[src/inc/enable_clear_pkg.sv]
// Package: offsets, field layout, masks and reset values of the enable bank
package enable_clear_pkg;

    // ************************************************************
    // Bus geometry
    // ************************************************************
    localparam int unsigned ADDR_W = 8;
    localparam int unsigned DATA_W = 32;

    // ************************************************************
    // Register offsets (byte addresses, one aligned word each)
    // ************************************************************
    localparam logic [ADDR_W-1:0] ENABLE_SET_OFFSET   = 8'h00;
    localparam logic [ADDR_W-1:0] ENABLE_CLEAR_OFFSET = 8'h04;
    localparam logic [ADDR_W-1:0] MODE_CTRL_OFFSET    = 8'h08;

    // ************************************************************
    // Enable bit positions
    // ************************************************************
    localparam int unsigned BIT_ERROR_POS          = 31;
    localparam int unsigned PHYSICAL_BUS_ERROR_POS = 30;
    localparam int unsigned CHECKSUM_ERROR_POS     = 29;
    localparam int unsigned SYNC_FIELD_ERROR_POS   = 28;
    localparam int unsigned NO_RESPONSE_POS        = 27;
    localparam int unsigned FRAMING_ERROR_POS      = 26;
    localparam int unsigned OVERRUN_POS            = 25;
    localparam int unsigned PARITY_ERROR_POS       = 24;
    localparam int unsigned ID_POS                 = 13;
    localparam int unsigned RECEIVE_POS            = 9;
    localparam int unsigned TRANSMIT_POS           = 8;
    localparam int unsigned TIMEOUT_THREE_POS      = 7;
    localparam int unsigned TIMEOUT_ONE_POS        = 6;
    localparam int unsigned BUS_IDLE_TIMEOUT_POS   = 4;
    localparam int unsigned WAKEUP_POS             = 1;
    localparam int unsigned BREAK_DETECT_POS       = 0;

    // Mode control field
    localparam int unsigned LIN_MODE_POS = 0;

    // ************************************************************
    // Field masks
    // ************************************************************
    // Every enable that exists; all other bits are reserved
    localparam logic [DATA_W-1:0] IMPLEMENTED_MASK = 32'hFF0023D3;
    // Enables that software may change only in LIN mode
    localparam logic [DATA_W-1:0] LIN_ONLY_MASK    = 32'hF80020D0;
    // Enables that software may change only in SCI-compatible mode
    localparam logic [DATA_W-1:0] SCI_ONLY_MASK    = 32'h00000001;

    // ************************************************************
    // Reset values
    // ************************************************************
    localparam logic [DATA_W-1:0] ENABLE_RESET   = 32'h00000000;
    localparam logic              LIN_MODE_RESET = 1'b0;
    localparam logic [DATA_W-1:0] READ_IDLE      = 32'h00000000;

endpackage

[src/logic/enable_bank.sv]
// Enable storage: one flip-flop per interrupt enable, set and cleared by masks
module enable_bank
    import enable_clear_pkg::*;
(
    // Clock and reset
    input  wire logic              ref_clk,
    input  wire logic              reset_n,
    // Gated write masks
    input  wire logic [DATA_W-1:0] set_mask,
    input  wire logic [DATA_W-1:0] clear_mask,
    // Enable state
    output logic      [DATA_W-1:0] enable_q
);

    // ************************************************************
    // Per-bit storage
    // ************************************************************
    genvar i;
    generate
        for (i = 0; i < DATA_W; i++) begin : g_bit
            if (IMPLEMENTED_MASK[i]) begin : g_impl
                // Shared by set and clear registers
                always_ff @(posedge ref_clk or negedge reset_n) begin
                    if (!reset_n) begin
                        enable_q[i] <= ENABLE_RESET[i];
                    end else if (clear_mask[i]) begin
                        enable_q[i] <= 1'b0;
                    end else if (set_mask[i]) begin
                        enable_q[i] <= 1'b1;
                    end
                end
            end else begin : g_rsvd
                // Reserved bits hold no state
                assign enable_q[i] = 1'b0;
            end
        end
    endgenerate

endmodule

[src/logic/interrupt_enable_clear.sv]
// Interrupt enable bank: set register, write-one-to-clear register, mode control
//
// Local design decisions: the strobed register port and the register addresses.
module interrupt_enable_clear
    import enable_clear_pkg::*;
(
    // Clock and reset
    input  wire logic              ref_clk,
    input  wire logic              reset_n,
    // Register port
    input  wire logic [ADDR_W-1:0] reg_addr,
    input  wire logic [DATA_W-1:0] reg_wdata,
    input  wire logic              reg_write,
    input  wire logic              reg_read,
    output logic      [DATA_W-1:0] reg_rdata,
    // Enable state towards the event logic
    output logic      [DATA_W-1:0] interrupt_enable,
    output logic                   lin_mode
);

    // ************************************************************
    // Decoding helpers
    // ************************************************************
    // Bits software may change in the present mode
    function automatic logic [DATA_W-1:0] writable_mask(input logic lin);
        logic [DATA_W-1:0] m;
        m = IMPLEMENTED_MASK;
        if (lin) begin
            m = m & ~SCI_ONLY_MASK;
        end else begin
            m = m & ~LIN_ONLY_MASK;
        end
        return m;
    endfunction

    // Address match for one register
    function automatic logic hit(input logic [ADDR_W-1:0] addr,
                                 input logic [ADDR_W-1:0] offset);
        return addr == offset;
    endfunction

    // ************************************************************
    // Internal signals
    // ************************************************************
    logic              lin_mode_q;
    logic [DATA_W-1:0] enable_q;
    logic [DATA_W-1:0] set_mask;
    logic [DATA_W-1:0] clear_mask;
    logic [DATA_W-1:0] set_lanes;
    logic [DATA_W-1:0] clear_lanes;
    logic [DATA_W-1:0] enable_image;
    logic [DATA_W-1:0] rdata_d;
    logic [DATA_W-1:0] rdata_q;

    // ************************************************************
    // Write decode
    // ************************************************************
    // Set strobes, gated by mode
    always_comb begin
        set_mask = '0;
        if (reg_write && hit(reg_addr, ENABLE_SET_OFFSET)) begin
            set_mask = reg_wdata & writable_mask(lin_mode_q);
        end
    end

    // Clear strobes: ones drop enables, zeros leave them
    always_comb begin
        clear_mask = '0;
        if (reg_write && hit(reg_addr, ENABLE_CLEAR_OFFSET)) begin
            clear_mask = reg_wdata & writable_mask(lin_mode_q);
        end
    end

    // ************************************************************
    // Named clear lanes
    // ************************************************************
    // One strobe per enable-clear field, already gated by mode.
    // A read-modify-write of this word writes back every enable that
    // reads one and so drops those writable in the present mode: software must write whole words.
    logic clear_bit_error_enable;
    logic clear_physical_bus_error_enable;
    logic clear_checksum_error_enable;
    logic clear_sync_field_error_enable;
    logic clear_no_response_enable;
    logic clear_framing_error_enable;
    logic clear_overrun_enable;
    logic clear_parity_error_enable;
    logic clear_id_enable;
    logic clear_receive_enable;
    logic clear_transmit_enable;
    logic clear_timeout_three_wakeups_enable;
    logic clear_timeout_one_wakeup_enable;
    logic clear_bus_idle_timeout_enable;
    logic clear_wakeup_enable;
    logic clear_break_detect_enable;

    // Lane taps from the gated clear word
    assign clear_bit_error_enable             = clear_mask[BIT_ERROR_POS];
    assign clear_physical_bus_error_enable    = clear_mask[PHYSICAL_BUS_ERROR_POS];
    assign clear_checksum_error_enable        = clear_mask[CHECKSUM_ERROR_POS];
    assign clear_sync_field_error_enable      = clear_mask[SYNC_FIELD_ERROR_POS];
    assign clear_no_response_enable           = clear_mask[NO_RESPONSE_POS];
    assign clear_framing_error_enable         = clear_mask[FRAMING_ERROR_POS];
    assign clear_overrun_enable               = clear_mask[OVERRUN_POS];
    assign clear_parity_error_enable          = clear_mask[PARITY_ERROR_POS];
    assign clear_id_enable                    = clear_mask[ID_POS];
    assign clear_receive_enable               = clear_mask[RECEIVE_POS];
    assign clear_transmit_enable              = clear_mask[TRANSMIT_POS];
    assign clear_timeout_three_wakeups_enable = clear_mask[TIMEOUT_THREE_POS];
    assign clear_timeout_one_wakeup_enable    = clear_mask[TIMEOUT_ONE_POS];
    assign clear_bus_idle_timeout_enable      = clear_mask[BUS_IDLE_TIMEOUT_POS];
    assign clear_wakeup_enable                = clear_mask[WAKEUP_POS];
    assign clear_break_detect_enable          = clear_mask[BREAK_DETECT_POS];

    // Clear word towards the bank; reserved lanes stay low
    always_comb begin
        clear_lanes                         = '0;
        clear_lanes[BIT_ERROR_POS]          = clear_bit_error_enable;
        clear_lanes[PHYSICAL_BUS_ERROR_POS] = clear_physical_bus_error_enable;
        clear_lanes[CHECKSUM_ERROR_POS]     = clear_checksum_error_enable;
        clear_lanes[SYNC_FIELD_ERROR_POS]   = clear_sync_field_error_enable;
        clear_lanes[NO_RESPONSE_POS]        = clear_no_response_enable;
        clear_lanes[FRAMING_ERROR_POS]      = clear_framing_error_enable;
        clear_lanes[OVERRUN_POS]            = clear_overrun_enable;
        clear_lanes[PARITY_ERROR_POS]       = clear_parity_error_enable;
        clear_lanes[ID_POS]                 = clear_id_enable;
        clear_lanes[RECEIVE_POS]            = clear_receive_enable;
        clear_lanes[TRANSMIT_POS]           = clear_transmit_enable;
        clear_lanes[TIMEOUT_THREE_POS]      = clear_timeout_three_wakeups_enable;
        clear_lanes[TIMEOUT_ONE_POS]        = clear_timeout_one_wakeup_enable;
        clear_lanes[BUS_IDLE_TIMEOUT_POS]   = clear_bus_idle_timeout_enable;
        clear_lanes[WAKEUP_POS]             = clear_wakeup_enable;
        clear_lanes[BREAK_DETECT_POS]       = clear_break_detect_enable;
    end

    // ************************************************************
    // Named set lanes
    // ************************************************************
    // One strobe per enable-set field, gated by the same mode rules
    logic set_bit_error_enable;
    logic set_physical_bus_error_enable;
    logic set_checksum_error_enable;
    logic set_sync_field_error_enable;
    logic set_no_response_enable;
    logic set_framing_error_enable;
    logic set_overrun_enable;
    logic set_parity_error_enable;
    logic set_id_enable;
    logic set_receive_enable;
    logic set_transmit_enable;
    logic set_timeout_three_wakeups_enable;
    logic set_timeout_one_wakeup_enable;
    logic set_bus_idle_timeout_enable;
    logic set_wakeup_enable;
    logic set_break_detect_enable;

    // Lane taps from the gated set word
    assign set_bit_error_enable             = set_mask[BIT_ERROR_POS];
    assign set_physical_bus_error_enable    = set_mask[PHYSICAL_BUS_ERROR_POS];
    assign set_checksum_error_enable        = set_mask[CHECKSUM_ERROR_POS];
    assign set_sync_field_error_enable      = set_mask[SYNC_FIELD_ERROR_POS];
    assign set_no_response_enable           = set_mask[NO_RESPONSE_POS];
    assign set_framing_error_enable         = set_mask[FRAMING_ERROR_POS];
    assign set_overrun_enable               = set_mask[OVERRUN_POS];
    assign set_parity_error_enable          = set_mask[PARITY_ERROR_POS];
    assign set_id_enable                    = set_mask[ID_POS];
    assign set_receive_enable               = set_mask[RECEIVE_POS];
    assign set_transmit_enable              = set_mask[TRANSMIT_POS];
    assign set_timeout_three_wakeups_enable = set_mask[TIMEOUT_THREE_POS];
    assign set_timeout_one_wakeup_enable    = set_mask[TIMEOUT_ONE_POS];
    assign set_bus_idle_timeout_enable      = set_mask[BUS_IDLE_TIMEOUT_POS];
    assign set_wakeup_enable                = set_mask[WAKEUP_POS];
    assign set_break_detect_enable          = set_mask[BREAK_DETECT_POS];

    // Set word towards the bank; reserved lanes stay low
    always_comb begin
        set_lanes                         = '0;
        set_lanes[BIT_ERROR_POS]          = set_bit_error_enable;
        set_lanes[PHYSICAL_BUS_ERROR_POS] = set_physical_bus_error_enable;
        set_lanes[CHECKSUM_ERROR_POS]     = set_checksum_error_enable;
        set_lanes[SYNC_FIELD_ERROR_POS]   = set_sync_field_error_enable;
        set_lanes[NO_RESPONSE_POS]        = set_no_response_enable;
        set_lanes[FRAMING_ERROR_POS]      = set_framing_error_enable;
        set_lanes[OVERRUN_POS]            = set_overrun_enable;
        set_lanes[PARITY_ERROR_POS]       = set_parity_error_enable;
        set_lanes[ID_POS]                 = set_id_enable;
        set_lanes[RECEIVE_POS]            = set_receive_enable;
        set_lanes[TRANSMIT_POS]           = set_transmit_enable;
        set_lanes[TIMEOUT_THREE_POS]      = set_timeout_three_wakeups_enable;
        set_lanes[TIMEOUT_ONE_POS]        = set_timeout_one_wakeup_enable;
        set_lanes[BUS_IDLE_TIMEOUT_POS]   = set_bus_idle_timeout_enable;
        set_lanes[WAKEUP_POS]             = set_wakeup_enable;
        set_lanes[BREAK_DETECT_POS]       = set_break_detect_enable;
    end

    // Mode control register.
    // A new mode governs only writes after the one that sets it;
    // a write in the same cycle is still gated by the old mode.
    always_ff @(posedge ref_clk or negedge reset_n) begin
        if (!reset_n) begin
            lin_mode_q <= LIN_MODE_RESET;
        end else if (reg_write && hit(reg_addr, MODE_CTRL_OFFSET)) begin
            lin_mode_q <= reg_wdata[LIN_MODE_POS];
        end
    end

    // ************************************************************
    // Enable storage
    // ************************************************************
    // Set and clear share one flip-flop per enable; only one strobe
    // can be active per cycle, and the bank lets clear win regardless
    enable_bank u_enable_bank (
        .ref_clk    (ref_clk),
        .reset_n    (reset_n),
        .set_mask   (set_lanes),
        .clear_mask (clear_lanes),
        .enable_q   (enable_q)
    );

    // ************************************************************
    // Read image
    // ************************************************************
    // Word image of the enables; only implemented lanes carry state,
    // so reserved lanes read zero whatever the bank holds
    always_comb begin
        enable_image                         = READ_IDLE;
        enable_image[BIT_ERROR_POS]          = enable_q[BIT_ERROR_POS];
        enable_image[PHYSICAL_BUS_ERROR_POS] = enable_q[PHYSICAL_BUS_ERROR_POS];
        enable_image[CHECKSUM_ERROR_POS]     = enable_q[CHECKSUM_ERROR_POS];
        enable_image[SYNC_FIELD_ERROR_POS]   = enable_q[SYNC_FIELD_ERROR_POS];
        enable_image[NO_RESPONSE_POS]        = enable_q[NO_RESPONSE_POS];
        enable_image[FRAMING_ERROR_POS]      = enable_q[FRAMING_ERROR_POS];
        enable_image[OVERRUN_POS]            = enable_q[OVERRUN_POS];
        enable_image[PARITY_ERROR_POS]       = enable_q[PARITY_ERROR_POS];
        enable_image[ID_POS]                 = enable_q[ID_POS];
        enable_image[RECEIVE_POS]            = enable_q[RECEIVE_POS];
        enable_image[TRANSMIT_POS]           = enable_q[TRANSMIT_POS];
        enable_image[TIMEOUT_THREE_POS]      = enable_q[TIMEOUT_THREE_POS];
        enable_image[TIMEOUT_ONE_POS]        = enable_q[TIMEOUT_ONE_POS];
        enable_image[BUS_IDLE_TIMEOUT_POS]   = enable_q[BUS_IDLE_TIMEOUT_POS];
        enable_image[WAKEUP_POS]             = enable_q[WAKEUP_POS];
        enable_image[BREAK_DETECT_POS]       = enable_q[BREAK_DETECT_POS];
    end

    // ************************************************************
    // Read path
    // ************************************************************
    // Read data select; unmapped offsets read zero
    always_comb begin
        rdata_d = READ_IDLE;
        if (reg_read) begin
            if (hit(reg_addr, ENABLE_SET_OFFSET)) begin
                rdata_d = enable_image;
            end else if (hit(reg_addr, ENABLE_CLEAR_OFFSET)) begin
                rdata_d = enable_image;
            end else if (hit(reg_addr, MODE_CTRL_OFFSET)) begin
                rdata_d = READ_IDLE;
                rdata_d[LIN_MODE_POS] = lin_mode_q;
            end
        end
    end

    // Read data valid only in the cycle after the strobe
    always_ff @(posedge ref_clk or negedge reset_n) begin
        if (!reset_n) begin
            rdata_q <= READ_IDLE;
        end else begin
            rdata_q <= rdata_d;
        end
    end

    // ************************************************************
    // Outputs
    // ************************************************************
    assign reg_rdata        = rdata_q;
    assign interrupt_enable = enable_q;
    assign lin_mode         = lin_mode_q;

endmodule

[config.mk]
export PLATFORM = sky130hd
export DESIGN_NAME = interrupt_enable_clear
export DESIGN_NICKNAME = d
export VERILOG_FILES = /design/src/inc/enable_clear_pkg.sv /design/src/logic/enable_bank.sv /design/src/logic/interrupt_enable_clear.sv
export SDC_FILE = /design/constraint.sdc
export NUM_CORES = 1
export LEC_CHECK = 0
export ABC_AREA = 1
export BUFFER_PORTS_ARGS = -buffer_cell sky130_fd_sc_hd__buf_2
export CAP_MARGIN = 20
export CORE_ASPECT_RATIO = 0.75
export CORE_MARGIN = 5
export CORE_UTILIZATION = 45
export CTS_CLUSTER_SIZE = 25
export DETAILED_ROUTE_END_ITERATION = 6
export PLACE_DENSITY = 0.81
export SLEW_MARGIN = 25
export SYNTH_ARGS = -nofsm -noshare
export SYNTH_HDL_FRONTEND = slang
export SYNTH_SLANG_ARGS = --single-unit
[constraint.sdc]
create_clock -name ref_clk -period 1.84 [get_ports ref_clk]
set_input_delay 0.184 -clock ref_clk [delete_from_list [all_inputs] [get_ports ref_clk]]
set_output_delay 0.184 -clock ref_clk [all_outputs]
set_load 0.01 [all_outputs]
==> metrics.txt <==
grt met1 use 0.169; final core area utilization 0.535; CP Depth 1; Clock transition at path regs 0.07 ns; Setup-failing EPs final 0; cells along the critical path buf_2; final worst path period need 1.30 ns; CTS Root Cell clkbuf_8; residual DRC count 0; CP Class reg -> out; sw frac 0.265; Avg WL per Cell 10.9 µm; sw power 0.375 mW; Mapped Area 1940 µm²; max_cap viols 0; layout cells sized above 1 0.305; most common cell after layout, fill and taps aside nand2_1; clk sinks 33; RSZ-0062 raised after global routing false; Die X-Extent 85.8 µm; IO Port Bufs 60; Pre-antenna DRT Iters 4; leakage power 1.37 nW; Worst Reg-to-Reg Cells 6; filler instances 429; Top delay family on crit path flip-flops; Initial Utilization 0.473; post-synthesis cell type count 19; sequential share of power 0.525; routability cong. 0.716; Multi-input gate area 709 µm²; status complete, no violations; TritonCTS Buffers 5; DR vias 1462; Relative slew margins 0.504; max-slew violations 0; Hold Path Class in -> reg; GR Layer Usage met3 0.0569; Initial DRC Count 29; DIE AREA 5740 µm²; Worst Setup End Kind primary output; first-pass GRT wire length 6320 µm; TNS Setup 0 ns; Clock Path Buffers 2; Highest Clock Rate 767 MHz; via/cell ratio 4.06; post-synthesis area per instance 7.98 µm²; CTS tree built; htree depth 2; Gate power share 0.107; cell area power density 644 nW/µm²; FF+latch area 826 µm²; crit path DAT 1.12 ns; commonest cells after routing, fill and taps aside 66 x nand2_1, 60 x buf_2, 49 x inv_1, 33 x dfrtp_1, 32 x conb_1; Final Skew 0.00488 ns; dpl hpwl 2970 µm; vias in the first global route 1455; # rows 20; gr ovfl total 0; Final Cycle Share 0.708; initial antenna violation count 0; largest net degree at the start of global routing 34; #FFs+latches synth 33; GRT Total Usage 0.143; Detailed Route WL 3930 µm; Critical Path Fanout Max 13; Buffers & Inverters on Critical Path 1; Slew @ Worst Pin 0.743 ns; cells after synthesis 243; most crowded layer after global routing met2; post-CTS resize count 0; Worst Hold Depth 4; grt met2 use 0.249; Worst setup SP type register; Ports 109; ant diodes 0; Worst Path Required 1.66 ns; count of final hold-check violations 0; core area 4100 µm²; worst vdd ir 0.000404 V; crit-path max cell delay 0.63 ns; proportion of synthesized chip area in sequential cells 0.426; Area Overhead vs Synth 13.2%; Clock power frac 0.368; Synth warnings 0; Internal Power 1.04 mW; ANT nets after route 0; die span in y 66.9 µm; Layout Nets 348; Max stage delay cell, worst path dfrtp_1; Clock Latency Late Sink 0.27 ns
-- path summary, 6_finish.rpt --
kind                                                        start                                     end  slack (ns)
setup / recovery                             lin_mode$_DFFE_PN0P_                                lin_mode        0.54
hold / removal                                       reg_wdata[9]   u_enable_bank.enable_q[9]$_DFFE_PN0P_        0.16
setup reg to reg                             lin_mode$_DFFE_PN0P_  u_enable_bank.enable_q[27]$_DFFE_PN0P_        0.70
hold reg to reg            u_enable_bank.enable_q[25]$_DFFE_PN0P_                 reg_rdata[25]$_DFF_PN0_        0.52
max in group asynchronous                                 reset_n                 reg_rdata[13]$_DFF_PN0_        0.86
min in group asynchronous                                 reset_n  u_enable_bank.enable_q[29]$_DFFE_PN0P_        0.51
-- sequential cells by signal, indices dropped and copies added, names as in the netlist --
register                count
reg_rdata                  16
u_enable_bank.enable_q     16
lin_mode                    1
-- cell usage after synthesis (all sizes together) --
cell type / n / share of area
buf: 36 / 0.15
clkbuf: 2 / 0.014
conb: 1 / 0.0019
dfrtp: 33 / 0.43
inv: 52 / 0.10
nand2: 72 / 0.15
nand3: 17 / 0.044
nor2: 28 / 0.10
nor3: 1 / 0.0026
o21ai: 1 / 0.0026
-- power by group through the flow --
stage                     logic, mW  registers [mW]  clock network [mW]
final                         0.151           0.743               0.521
after CTS                     0.150           0.743               0.538
after floorplan               0.135           0.760                   0
after detailed placement      0.148           0.757                   0
after global routing          0.172           0.745               0.571
after global placement        0.145           0.757                   0
-- area by class of cell --
type,instances,area share
Clock buffer,5,0.0313
Inverter,52,0.0889
Timing Repair Buffer,61,0.141
Multi-Input combinational cell,151,0.323
Clock inverter,3,0.00798
Sequential cell,33,0.376
Tap cell,55,0.0313
-- worst reg2reg max path: cells and delay by family (launching register included) --
family	cells	cell delay, ns
simple gates	4	0.32
buf+inv	2	0.14
flops	1	0.63
-- stage by stage --
| stage | hold slack (ns) | power (mW) | area, µm² | cells | setup WS (ns) |
|---|---|---|---|---|---|
| 2_1_floorplan | -0.112 | 0.894 | 2060 | 274 | 0.863 |
| 3_3_place_gp | 0.278 | 0.902 | 2100 | 351 | 0.612 |
| 3_5_place_dp | 0.291 | 0.906 | 2100 | 351 | 0.560 |
| 4_1_cts | 0.148 | 1.43 | 2200 | 360 | 0.519 |
| 5_1_grt | 0.164 | 1.49 | 2200 | 360 | 0.470 |
| 6_report | 0.156 | 1.42 | 2200 | 360 | 0.537 |
-- metal layers --
layer,vias up,part of all wire
met2,51,0.47
met3,2,0.089
met1,659,0.44
li1,750,-
met5,-,0
met4,0,0.0025
-- timing repair --
item	4_1_cts	5_1_grt
buffers inserted	0	0
hold endpoints to repair	27	0
hold buffers	1	0
-- logic make-up (layout without fill, tap and decap cells) --
family | after synthesis | after routing | synth area share
and+or+nand+nor | 118 | 118 | 0.301
DFF | 33 | 33 | 0.426
buffers and inverters | 90 | 121 | 0.268
other | 1 | 32 | 0.00193
AOI/OAI and AO/OA | 1 | 1 | 0.00258
Note: power is estimated with default switching activity, not from simulation.
